===== src/pkg/gtc_pkg.sv =====
package gtc_pkg;
   localparam int unsigned count_width = 16;
   localparam int unsigned byte_width = 8;
   localparam logic [15:0] count_reset = 16'h0000;
   localparam logic [15:0] count_one = 16'h0001;
   localparam logic [15:0] count_four = 16'h0004;
   localparam logic [1:0] instr_div_last = 2'h3;
   localparam logic [1:0] phase_reset = 2'h0;

   typedef enum logic [1:0] {
      gtc_src_instr = 2'b00,
      gtc_src_sys = 2'b01,
      gtc_src_ext = 2'b10,
      gtc_src_rsvd = 2'b11
   } gtc_src_t;

   typedef struct packed {
      logic run_enable;
      logic gate_enable;
      gtc_src_t clock_source_select;
      logic secondary_osc_enable;
      logic ext_sync_enable;
   } gtc_ctrl_t;

   typedef struct packed {
      logic wr_high;
      logic wr_low;
      logic [7:0] wdata;
   } gtc_wr_t;

   typedef struct packed {
      logic sync_ff1;
      logic sync_ff2;
      logic prev_level;
   } gtc_sync_t;

   typedef struct packed {
      logic [15:0] count;
      logic [1:0] phase;
      logic armed;
      logic prev_run;
   } gtc_state_t;
endpackage


===== src/hdl/gtc_edge_sync.sv =====
`timescale 1ns/1ns
module gtc_edge_sync (
   input wire logic clk,
   input wire logic reset,
   input wire logic pin,
   input wire logic bypass,
   output logic level,
   output logic rise,
   output logic fall
);
   gtc_pkg::gtc_sync_t s_q;
   gtc_pkg::gtc_sync_t s_d;
   logic cur;

   // bypass: pin treated as already clocked by the source, no extra stages
   assign cur = bypass ? pin : s_q.sync_ff2;
   assign level = cur;
   assign rise = cur & ~s_q.prev_level;
   assign fall = ~cur & s_q.prev_level;

   always_comb begin
      s_d = s_q;
      s_d.sync_ff1 = pin; // RULE_11
      s_d.sync_ff2 = s_q.sync_ff1; // RULE_11
      s_d.prev_level = cur;
   end

   always_ff @(posedge clk or posedge reset) begin
      if (reset) begin
         s_q <= '0;
      end else begin
         s_q <= s_d;
      end
   end
endmodule


===== src/hdl/gtc_timer.sv =====
// Contract
// [RULE_01] count is a 16-bit up-only register, accessed as high and low bytes
// [RULE_02] writing either count byte loads it into the counter at once
// [RULE_03] off when run is 0; gate enable makes counting wait on gate
// [RULE_04] select 01 system clock, 00 instruction clock, 10 pin or oscillator
// [RULE_05] any oscillator enable starts the shared oscillator and selects it here
// [RULE_06] internal source makes a timer advancing once per instruction cycle
// [RULE_07] system clock source adds four per instruction cycle
// [RULE_08] external pin counts rising edges, synchronized or asynchronous
// [RULE_09] counter mode needs a falling edge after enable, write or disable
// [RULE_10] gate accepts asynchronous sources: gate pin or comparator outputs
// [RULE_11] synchronized external input passes a two-stage synchronizer
`timescale 1ns/1ns
module gtc_timer #(
   parameter int unsigned width = gtc_pkg::count_width
) (
   input wire logic clk,
   input wire logic reset,
   input gtc_pkg::gtc_ctrl_t ctrl,
   input gtc_pkg::gtc_wr_t wr,
   input wire logic external_clock_pin,
   input wire logic secondary_osc_clock,
   input wire logic gate_pin,
   input wire logic comp1_out,
   input wire logic comp2_out,
   input wire logic [1:0] gate_source_select,
   input wire logic gate_polarity,
   output logic [7:0] count_high_byte,
   output logic [7:0] count_low_byte,
   output logic secondary_osc_request,
   output logic counting
);
   gtc_pkg::gtc_state_t st_q;
   gtc_pkg::gtc_state_t st_d;
   logic ext_src;
   logic ext_level;
   logic ext_rise;
   logic ext_fall;
   logic gate_level;
   logic gate_raw;
   logic gate_ok;
   logic instr_tick;
   // helper nets between the decode functions and the state update
   logic gate_in;
   logic run_rise;
   logic load_any;
   logic step_en;
   logic [15:0] loaded;

   // gate source codes; 0 and 3 both take the gate pin
   localparam logic [1:0] gate_sel_comp1 = 2'h1;
   localparam logic [1:0] gate_sel_comp2 = 2'h2;
   localparam logic [1:0] phase_step = 2'h1;

   // one count step; there is no down or reload path, only byte writes
   function automatic logic [15:0] count_step(
      input logic [15:0] value
   );
      count_step = value + gtc_pkg::count_one; // RULE_01
   endfunction

   // free-running divide by four that marks the instruction cycle
   function automatic logic last_phase(
      input logic [1:0] phase
   );
      last_phase = (phase == gtc_pkg::instr_div_last); // RULE_06
   endfunction

   // step enable per source; the reserved code never steps
   function automatic logic source_step(
      input gtc_pkg::gtc_src_t src,
      input logic instr,
      input logic rise,
      input logic armed
   );
      unique case (src)
         gtc_pkg::gtc_src_sys: begin
            // every system clock, so four per instruction cycle
            source_step = 1'b1; // RULE_04 RULE_07
         end
         gtc_pkg::gtc_src_instr: begin
            source_step = instr; // RULE_04 RULE_06
         end
         gtc_pkg::gtc_src_ext: begin
            source_step = rise & armed; // RULE_04 RULE_08 RULE_09
         end
         gtc_pkg::gtc_src_rsvd: begin
            source_step = 1'b0;
         end
      endcase
   endfunction

   // byte writes land directly in the counter, no staging latch between the halves
   function automatic logic [15:0] load_bytes(
      input logic [15:0] value,
      input gtc_pkg::gtc_wr_t w
   );
      load_bytes = value;
      if (w.wr_high) begin
         load_bytes[15:8] = w.wdata; // RULE_02
      end
      if (w.wr_low) begin
         load_bytes[7:0] = w.wdata; // RULE_02
      end
   endfunction

   // arming: a falling edge sets it; run off, a fresh enable or a write clears it
   function automatic logic arm_next(
      input logic armed,
      input logic fall,
      input logic run,
      input logic run_edge,
      input logic load
   );
      arm_next = armed;
      if (fall) begin
         arm_next = 1'b1; // RULE_09
      end
      if (!run || run_edge || load) begin
         arm_next = 1'b0; // RULE_09
      end
   endfunction

   // gate mux; select codes outside the comparator pair fall back to the pin
   function automatic logic gate_pick(
      input logic [1:0] sel,
      input logic pin,
      input logic c1,
      input logic c2
   );
      if (sel == gate_sel_comp1) begin
         gate_pick = c1; // RULE_10
      end else if (sel == gate_sel_comp2) begin
         gate_pick = c2; // RULE_10
      end else begin
         gate_pick = pin; // RULE_10
      end
   endfunction

   // one readable half of the count
   function automatic logic [7:0] count_byte(
      input logic [15:0] value,
      input logic upper
   );
      if (upper) begin
         count_byte = value[15:8]; // RULE_01
      end else begin
         count_byte = value[7:0]; // RULE_01
      end
   endfunction

   // oscillator enable replaces the pin with the shared oscillator
   assign ext_src = ctrl.secondary_osc_enable ? secondary_osc_clock : external_clock_pin; // RULE_04 RULE_05
   // the oscillator request is combined across instances outside this block
   assign secondary_osc_request = ctrl.secondary_osc_enable; // RULE_05

   gtc_edge_sync u_ext (
      .clk(clk),
      .reset(reset),
      .pin(ext_src),
      .bypass(~ctrl.ext_sync_enable), // RULE_08
      .level(ext_level),
      .rise(ext_rise),
      .fall(ext_fall)
   );

   // gate sources are asynchronous, so always resynchronise them
   assign gate_raw = gate_pick(gate_source_select, gate_pin, comp1_out, comp2_out); // RULE_10
   assign gate_in = gate_raw ^ ~gate_polarity;

   gtc_edge_sync u_gate (
      .clk(clk),
      .reset(reset),
      .pin(gate_in),
      .bypass(1'b0),
      .level(gate_level),
      .rise(),
      .fall()
   );

   assign gate_ok = ~ctrl.gate_enable | gate_level; // RULE_03
   assign counting = ctrl.run_enable & gate_ok; // RULE_03
   assign instr_tick = last_phase(st_q.phase); // RULE_06
   // a fresh enable must wait for a new falling edge, whatever the pin did while off
   assign run_rise = ctrl.run_enable & ~st_q.prev_run; // RULE_09
   assign load_any = wr.wr_high | wr.wr_low; // RULE_02
   assign loaded = load_bytes(st_q.count, wr); // RULE_02 RULE_01
   assign step_en = counting & source_step(ctrl.clock_source_select, instr_tick, ext_rise, st_q.armed);

   always_comb begin
      st_d = st_q;
      // the phase runs even while off, so an enable may land at any phase
      st_d.phase = st_q.phase + phase_step;
      // previous run level, used to spot a fresh enable
      st_d.prev_run = ctrl.run_enable;

      st_d.armed = arm_next(st_q.armed, ext_fall, ctrl.run_enable, run_rise, load_any); // RULE_09

      // a write in the same cycle as a step wins; the step is lost, not deferred
      if (load_any) begin
         st_d.count = loaded; // RULE_02
      end else if (step_en) begin
         st_d.count = count_step(st_q.count); // RULE_06 RULE_07 RULE_08
      end
   end

   // one register for all state; reset leaves the counter cleared and disarmed
   always_ff @(posedge clk or posedge reset) begin
      if (reset) begin
         st_q.count <= gtc_pkg::count_reset;
         st_q.phase <= gtc_pkg::phase_reset;
         st_q.armed <= 1'b0;
         st_q.prev_run <= 1'b0;
      end else begin
         st_q <= st_d;
      end
   end

   assign count_high_byte = count_byte(st_q.count, 1'b1); // RULE_01
   assign count_low_byte = count_byte(st_q.count, 1'b0); // RULE_01
endmodule


===== config.mk =====
export PLATFORM = sky130hd
export DESIGN_NAME = gtc_timer
export DESIGN_NICKNAME = d
export VERILOG_FILES = /design/src/pkg/gtc_pkg.sv /design/src/hdl/gtc_edge_sync.sv /design/src/hdl/gtc_timer.sv
export SDC_FILE = /design/constraint.sdc
export NUM_CORES = 1
export LEC_CHECK = 0
export BUFFER_PORTS_ARGS = -buffer_cell sky130_fd_sc_hd__buf_4
export CORE_ASPECT_RATIO = 1.4
export CORE_UTILIZATION = 52
export CTS_CLUSTER_SIZE = 40
export DETAILED_ROUTE_END_ITERATION = 10
export HOLD_SLACK_MARGIN = 0.1
export MAX_ROUTING_LAYER = met4
export PLACE_DENSITY = 0.79
export RECOVER_POWER = 25
export SLEW_MARGIN = 20
export SYNTH_ARGS = -nofsm -noshare
export SYNTH_HDL_FRONTEND = slang
export SYNTH_SLANG_ARGS = --single-unit
export TNS_END_PERCENT = 30

===== constraint.sdc =====
create_clock -name clk -period 2.1 [get_ports clk]
set_input_delay 0.21 -clock clk [delete_from_list [all_inputs] [get_ports clk]]
set_output_delay 0.21 -clock clk [all_outputs]
set_load 0.005 [all_outputs]

==> flow_summary.toml, run 1 <==
[outcome]
outcome = "finished clean"

[clock_network]
path_clk_slew_ps = 90
cts_sinks = 25
clk_latency_ps = 270
clock-root-buffer = "clkbuf_8"
cts_tree = "built"
cts_buffers = 3
cts_setup_buffers = 0
ctsResizeCount = 0
clk_path_buf_depth = 2
cts_hold_buf = 2
cts_max_level = 1

[yosys]
synth_area_um2 = 1612
ys_seq_elements = 25
syn_nets = 186
synthFlopType = "dfrtp_1"
yosys.area.top_type_share = 0.3882
ys_warn_count = 0
synthTopCellsByCount = "dfrtp_1, buf_4, nand2_1, xnor2_1, o21ai_1"
syn-mean-instance-area_um2 = 10.20
synth_cell_type_count = 43
synth_cells = 158
seq_area_frac_synth = 0.3882
async_flop_share = 1.000
synth_enable_flop_cells = 0
synth.area.top_cells = "dfrtp_1, buf_4, xnor2_1"
post-synth-top-count-cell = "dfrtp_1"
synth_top_area_cell = "dfrtp_1"

[sta]
slew_viol_final = 0
worstMarginPinSlew_ps = 1327
setup_violations = 0
fin_skew_ps = 5.160
period_share = 0.9290
setup_ws_ps = 149.2
rsz0062_at_grt = "false"
finalHoldViolations = 0
fin_setup_tns_ps = 0
min_period_ps = 1951
slew_headroom = 0.1151
fmax_mhz = 512.6

[setup_path]
critical_path_class = "in -> reg"
crit_required_ps = 2260
slowest_stage = "dlygate4sd3_1"
cpPeakStageDelay_ps = 520
crit_family = "buffers and inverters"
path_cells = "dlygate4sd3_1 > clkbuf_1 > nand3b_1 > a21oi_2 > mux2_1 > mux2_2"
end_kind = "flip-flop"
crit_buf_inv = 2
arrival_ps = 2110
cp_max_fo = 5
start_kind = "input pin"

[final_layout]
n_antenna_cell = 0
fin_cells = 221
area_growth_pct = 16.07
multi_input_area_um2 = 780.7
finalNetCount = 213
drive_above_1_share = 0.3315
n_fill_cell = 248
seq_area_um2 = 625.6

[power_and_ir_drop]
power_mw = 1.084
power.leakage_nw = 0.8110
p_per_area_nw_per_um2 = 579.6
peakVddDrop_mv = 0.4216

[min_path]
hold_class = "in -> reg"

[run]
max_cap_violations = 0

[placement]
pre_cts_slack_ps = 133.9
gp_congestion = 0.8621
dp_hpwl_mm = 2.476
io_buffers = 43
dp_cells = 215

[grt]
grt_max_degree = 27
antenna_found_initial = 0
grt_pass1_vias = 1269
grt_pass1_wl_mm = 5.354
grt_overflow = 0
grt_usage = 0.2185

[floorplan]
core_um2 = 2907
pin_count = 44
die_w_um = 49.05
die_y_um = 67.87
start_util = 0.5545
die-area_um2 = 3329
placementRows = 23

[routing]
ant_nets = 0
vias_per_cell = 5.579
drc = 0
avgRoutedWirePerCell_um = 14.55
num_vias = 1233
drt_iter0_markers = 27
wirelength_mm = 3.215
firstDrtPassIters = 4
-- final timing paths --
| kind | slack, ps | cells past startpoint | endpoint | start |
|---|---|---|---|---|
| worst max-delay path | 150 | 6 | count_low_byte[1]$_DFFE_PP0P_ | ctrl[5] |
| worst min-delay path | 110 | 2 | u_gate.s_d[1]$_DFF_PP0_ | gate_polarity |
| worst max register to register | 180 | 5 | count_low_byte[1]$_DFFE_PP0P_ | u_ext.s_q[0]$_DFF_PP0_ |
| worst min register to register | 370 | 0 | u_gate.s_q[1]$_DFF_PP0_ | u_gate.s_d[1]$_DFF_PP0_ |
| max in group asynchronous | 390 | 4 | count_low_byte[5]$_DFFE_PP0P_ | reset |
| min in group asynchronous | 920 | 4 | u_gate.s_d[1]$_DFF_PP0_ | reset |
-- power by group --
part | total (mW) | internal, mW | switching, mW | leakage (nW)
Sequential | 0.561 | 0.522 | 0.0392 | 0.299
Clock | 0.286 | 0.136 | 0.150 | 0.0228
Combinational | 0.237 | 0.125 | 0.112 | 0.489
Total | 1.08 | 0.783 | 0.301 | 0.811
-- cell usage in the layout, fill, tap and decap left out, drive strengths merged, types with 2 or more instances in the layout --
cell / instances
buf: 40
dfrtp: 25
nand2: 15
xnor2: 11
o21ai: 10
clkbuf: 9
a211oi: 7
inv: 6
nand3: 5
a2111oi: 5
nand4: 5
nor2: 4
a21oi: 4
mux2: 4
nor3: 3
mux2i: 3
nand2b: 3
nand3b: 3
and3: 3
and4: 2
nor2b: 2
ha: 2
dlygate4sd3: 2
-- per-layer routing --
metal  GRT usage  vias to the layer above  wire length (um)
met1      0.2207                      589              1273
met5           -                        -                 0
met2      0.4167                       38              1741
li1            -                      599                 -
met4      0.1066                        0                74
met3     0.02889                        7               126
-- through the flow --
stage	cell area (um2)	utilization	hold slack, ps
2_1_floorplan	1612	-	237.3
4_1_cts	1882	0.6474	112.8
3_5_place_dp	1817	0.6251	289.1
5_1_grt	1871	0.6436	109.5
6_report	1871	0.6436	114.8
3_3_place_gp	1817	0.6251	282.2
-- layout make-up --
class	instances	area share
Timing Repair Buffer	47	0.1873
Tap cell	37	0.02475
Multi-Input combinational cell	102	0.4174
Inverter	6	0.01204
Clock buffer	4	0.02408
Sequential cell	25	0.3344
-- registers in the layout (all words and copies together), names as in the netlist --
| name | cells |
|---|---|
| u_ext.s_q | 2 |
| u_ext.s_d | 1 |
| count_high_byte | 8 |
| count_low_byte | 8 |
| u_gate.s_d | 1 |
| st_q | 4 |
| u_gate.s_q | 1 |
-- worst reg2reg max path, delay by kind of cell, from the launching register on --
family	cells	cell delay, ps
muxes	2	640
DFF	1	380
AOI/OAI and AO/OA	2	470
and+or+nand+nor	1	320
-- cell families (layout without fill, tap and decap cells) --
logic type / count (synthesis) / in the layout / share of synthesized area
flops: 25 / 25 / 0.3882
fa+ha+maj: 2 / 2 / 0.01553
buf+inv: 31 / 57 / 0.1250
xor+xnor: 12 / 12 / 0.06522
compound gates: 33 / 33 / 0.1794
simple gates: 48 / 48 / 0.1778
mux: 7 / 7 / 0.04891
No activity file was read; power rests on OpenSTA's default activity.
==> inputs of run 2 (changes only) <==
==> constraint.sdc (replaced) <==
create_clock -name clk -period 2.1 [get_ports clk]
set_input_delay 0.42 -clock clk [delete_from_list [all_inputs] [get_ports clk]]
set_output_delay 0.42 -clock clk [all_outputs]
set_load 0.005 [all_outputs]
==> run 2 against run 1 <==
Fmax is 3.9% higher. Final cell count up 0.45%. Power rose by 1.1%. Via count up 1.8%. Utilization grew 0.22 points. Combinational power rose by 2%. Sequential power about the same. Sequential cell count is the same.
==> flow_summary.toml, run 2 (synthesis results as in run 1) <==
[outcome]
outcome = "finished clean"

[placement]
dp_cells = 218
dp_hpwl_mm = 2.672
gp_congestion = 0.8475
pre_cts_slack_ps = 69.44
io_buffers = 43

[power_and_ir_drop]
peakVddDrop_mv = 0.5128
switchingPower_uw = 311.7
pwr-share-comb = 0.219
seqPwrFrac = 0.515
power.leakage_nw = 0.8216
swShare = 0.2843
power_mw = 1.096
p_per_area_nw_per_um2 = 584.1
pwr-share-clk = 0.266
p_int_uw = 784.6

[final_layout]
layout_common_cells = "buf_4, dfrtp_1, nand2_1"
finalNetCount = 214
area_growth_pct = 16.46
n_antenna_cell = 0
fin_cells = 222
drive_above_1_share = 0.3514
layout_commonest_cell = "buf_4"

[grt]
grt_overflow = 0
grt_pass1_vias = 1236
grt_max_degree = 27
grt_usage = 0.2409
antenna_found_initial = 0
grt_pass1_wl_mm = 5.747

[setup_path]
cp_max_fo = 6
rrSetupSlack_ps = 220
path_cells = "and4_1 > nand2_1 > a2111oi_2 > xor2_1 > mux2_2"
slowest_stage = "dfrtp_1"
critical_path_class = "reg -> reg"
end_kind = "flip-flop"
arrival_ps = 2040
crit_required_ps = 2260
cpPeakStageDelay_ps = 440
start_kind = "flip-flop"

[clock_network]
cts_max_level = 1
ctsResizeCount = 0
clk_latency_ps = 270
clock-root-buffer = "clkbuf_8"
path_clk_slew_ps = 90
cts_tree = "built"
clk_path_buf_depth = 2
cts_setup_buffers = 0
cts_sinks = 25
cts_hold_buf = 0
cts_buffers = 3

[routing]
wirelength_mm = 3.485
num_vias = 1255
vias_per_cell = 5.653
firstDrtPassIters = 4
ant_nets = 0
drt_iter0_markers = 28
avgRoutedWirePerCell_um = 15.70
drc = 0

[floorplan]
placementRows = 23
core_um2 = 2907
pin_count = 44
die_y_um = 67.87
die-area_um2 = 3329
start_util = 0.5545
die_w_um = 49.05

[sta]
slew_headroom = 0.08015
min_period_ps = 1878
finalHoldViolations = 0
period_share = 0.8943
slew_viol_final = 0
rsz0062_at_grt = "false"
fmax_mhz = 532.5
worstMarginPinSlew_ps = 1380
setup_violations = 0
fin_skew_ps = 5.692
setup_ws_ps = 221.9
fin_setup_tns_ps = 0

[run]
max_cap_violations = 0

[min_path]
hold_class = "in -> reg"
==> run 2: layout make-up <==
class,instances,area [um2]
Fill cell,242,1030
Multi-Input combinational cell,102,784.5
Sequential cell,25,625.6
Timing Repair Buffer,48,352.8
Tap cell,37,46.29
Clock buffer,4,45.04
Inverter,6,22.52
==> run 2: critical path, delay by kind of cell, from the launching register on <==
kind            cells  cell delay (ps)
simple gates        2              560
flops               1              440
compound gates      1              370
mux                 1              280
xor+xnor            1              110
==> run 2: final timing paths <==
kind / startpoint / to / cells after the start
worst min register to register: u_ext.s_d[1]$_DFF_PP0_ / u_ext.s_q[1]$_DFF_PP0_ / 0
worst max register to register: count_low_byte[2]$_DFFE_PP0P_ / count_high_byte[0]$_DFFE_PP0P_ / 5
min in group asynchronous: reset / u_gate.s_q[1]$_DFF_PP0_ / 3
worst max-delay path: count_low_byte[2]$_DFFE_PP0P_ / count_high_byte[0]$_DFFE_PP0P_ / 5
worst min-delay path: gate_polarity / u_gate.s_d[1]$_DFF_PP0_ / 2
max in group asynchronous: reset / count_low_byte[1]$_DFFE_PP0P_ / 3
==> run 2: metal layers <==
layer / up-vias / global-route usage / routed length (um)
met5: - / - / 0
met4: 0 / 0.1250 / 87
met3: 7 / 0.02000 / 128
met2: 46 / 0.4444 / 1850
met1: 598 / 0.2603 / 1420
li1: 604 / - / -
==> run 2: power by group through the flow <==
| stage | Clock [mW] | Combinational [mW] | Sequential, mW |
|---|---|---|---|
| global placement | 0 | 0.233 | 0.568 |
| CTS | 0.301 | 0.244 | 0.564 |
| finish | 0.292 | 0.241 | 0.564 |
| global route | 0.315 | 0.263 | 0.571 |
| floorplan | 0 | 0.167 | 0.560 |
| detailed placement | 0 | 0.243 | 0.573 |
==> run 2: stage by stage <==
stage	utilization	hold slack, ps	area (um2)
CTS	0.6483	197.0	1884
detailed placement	0.6328	350.5	1839
global route	0.6457	330.9	1877
global placement	0.6328	336.6	1839
floorplan	-	331.2	1612
finish	0.6457	315.1	1877
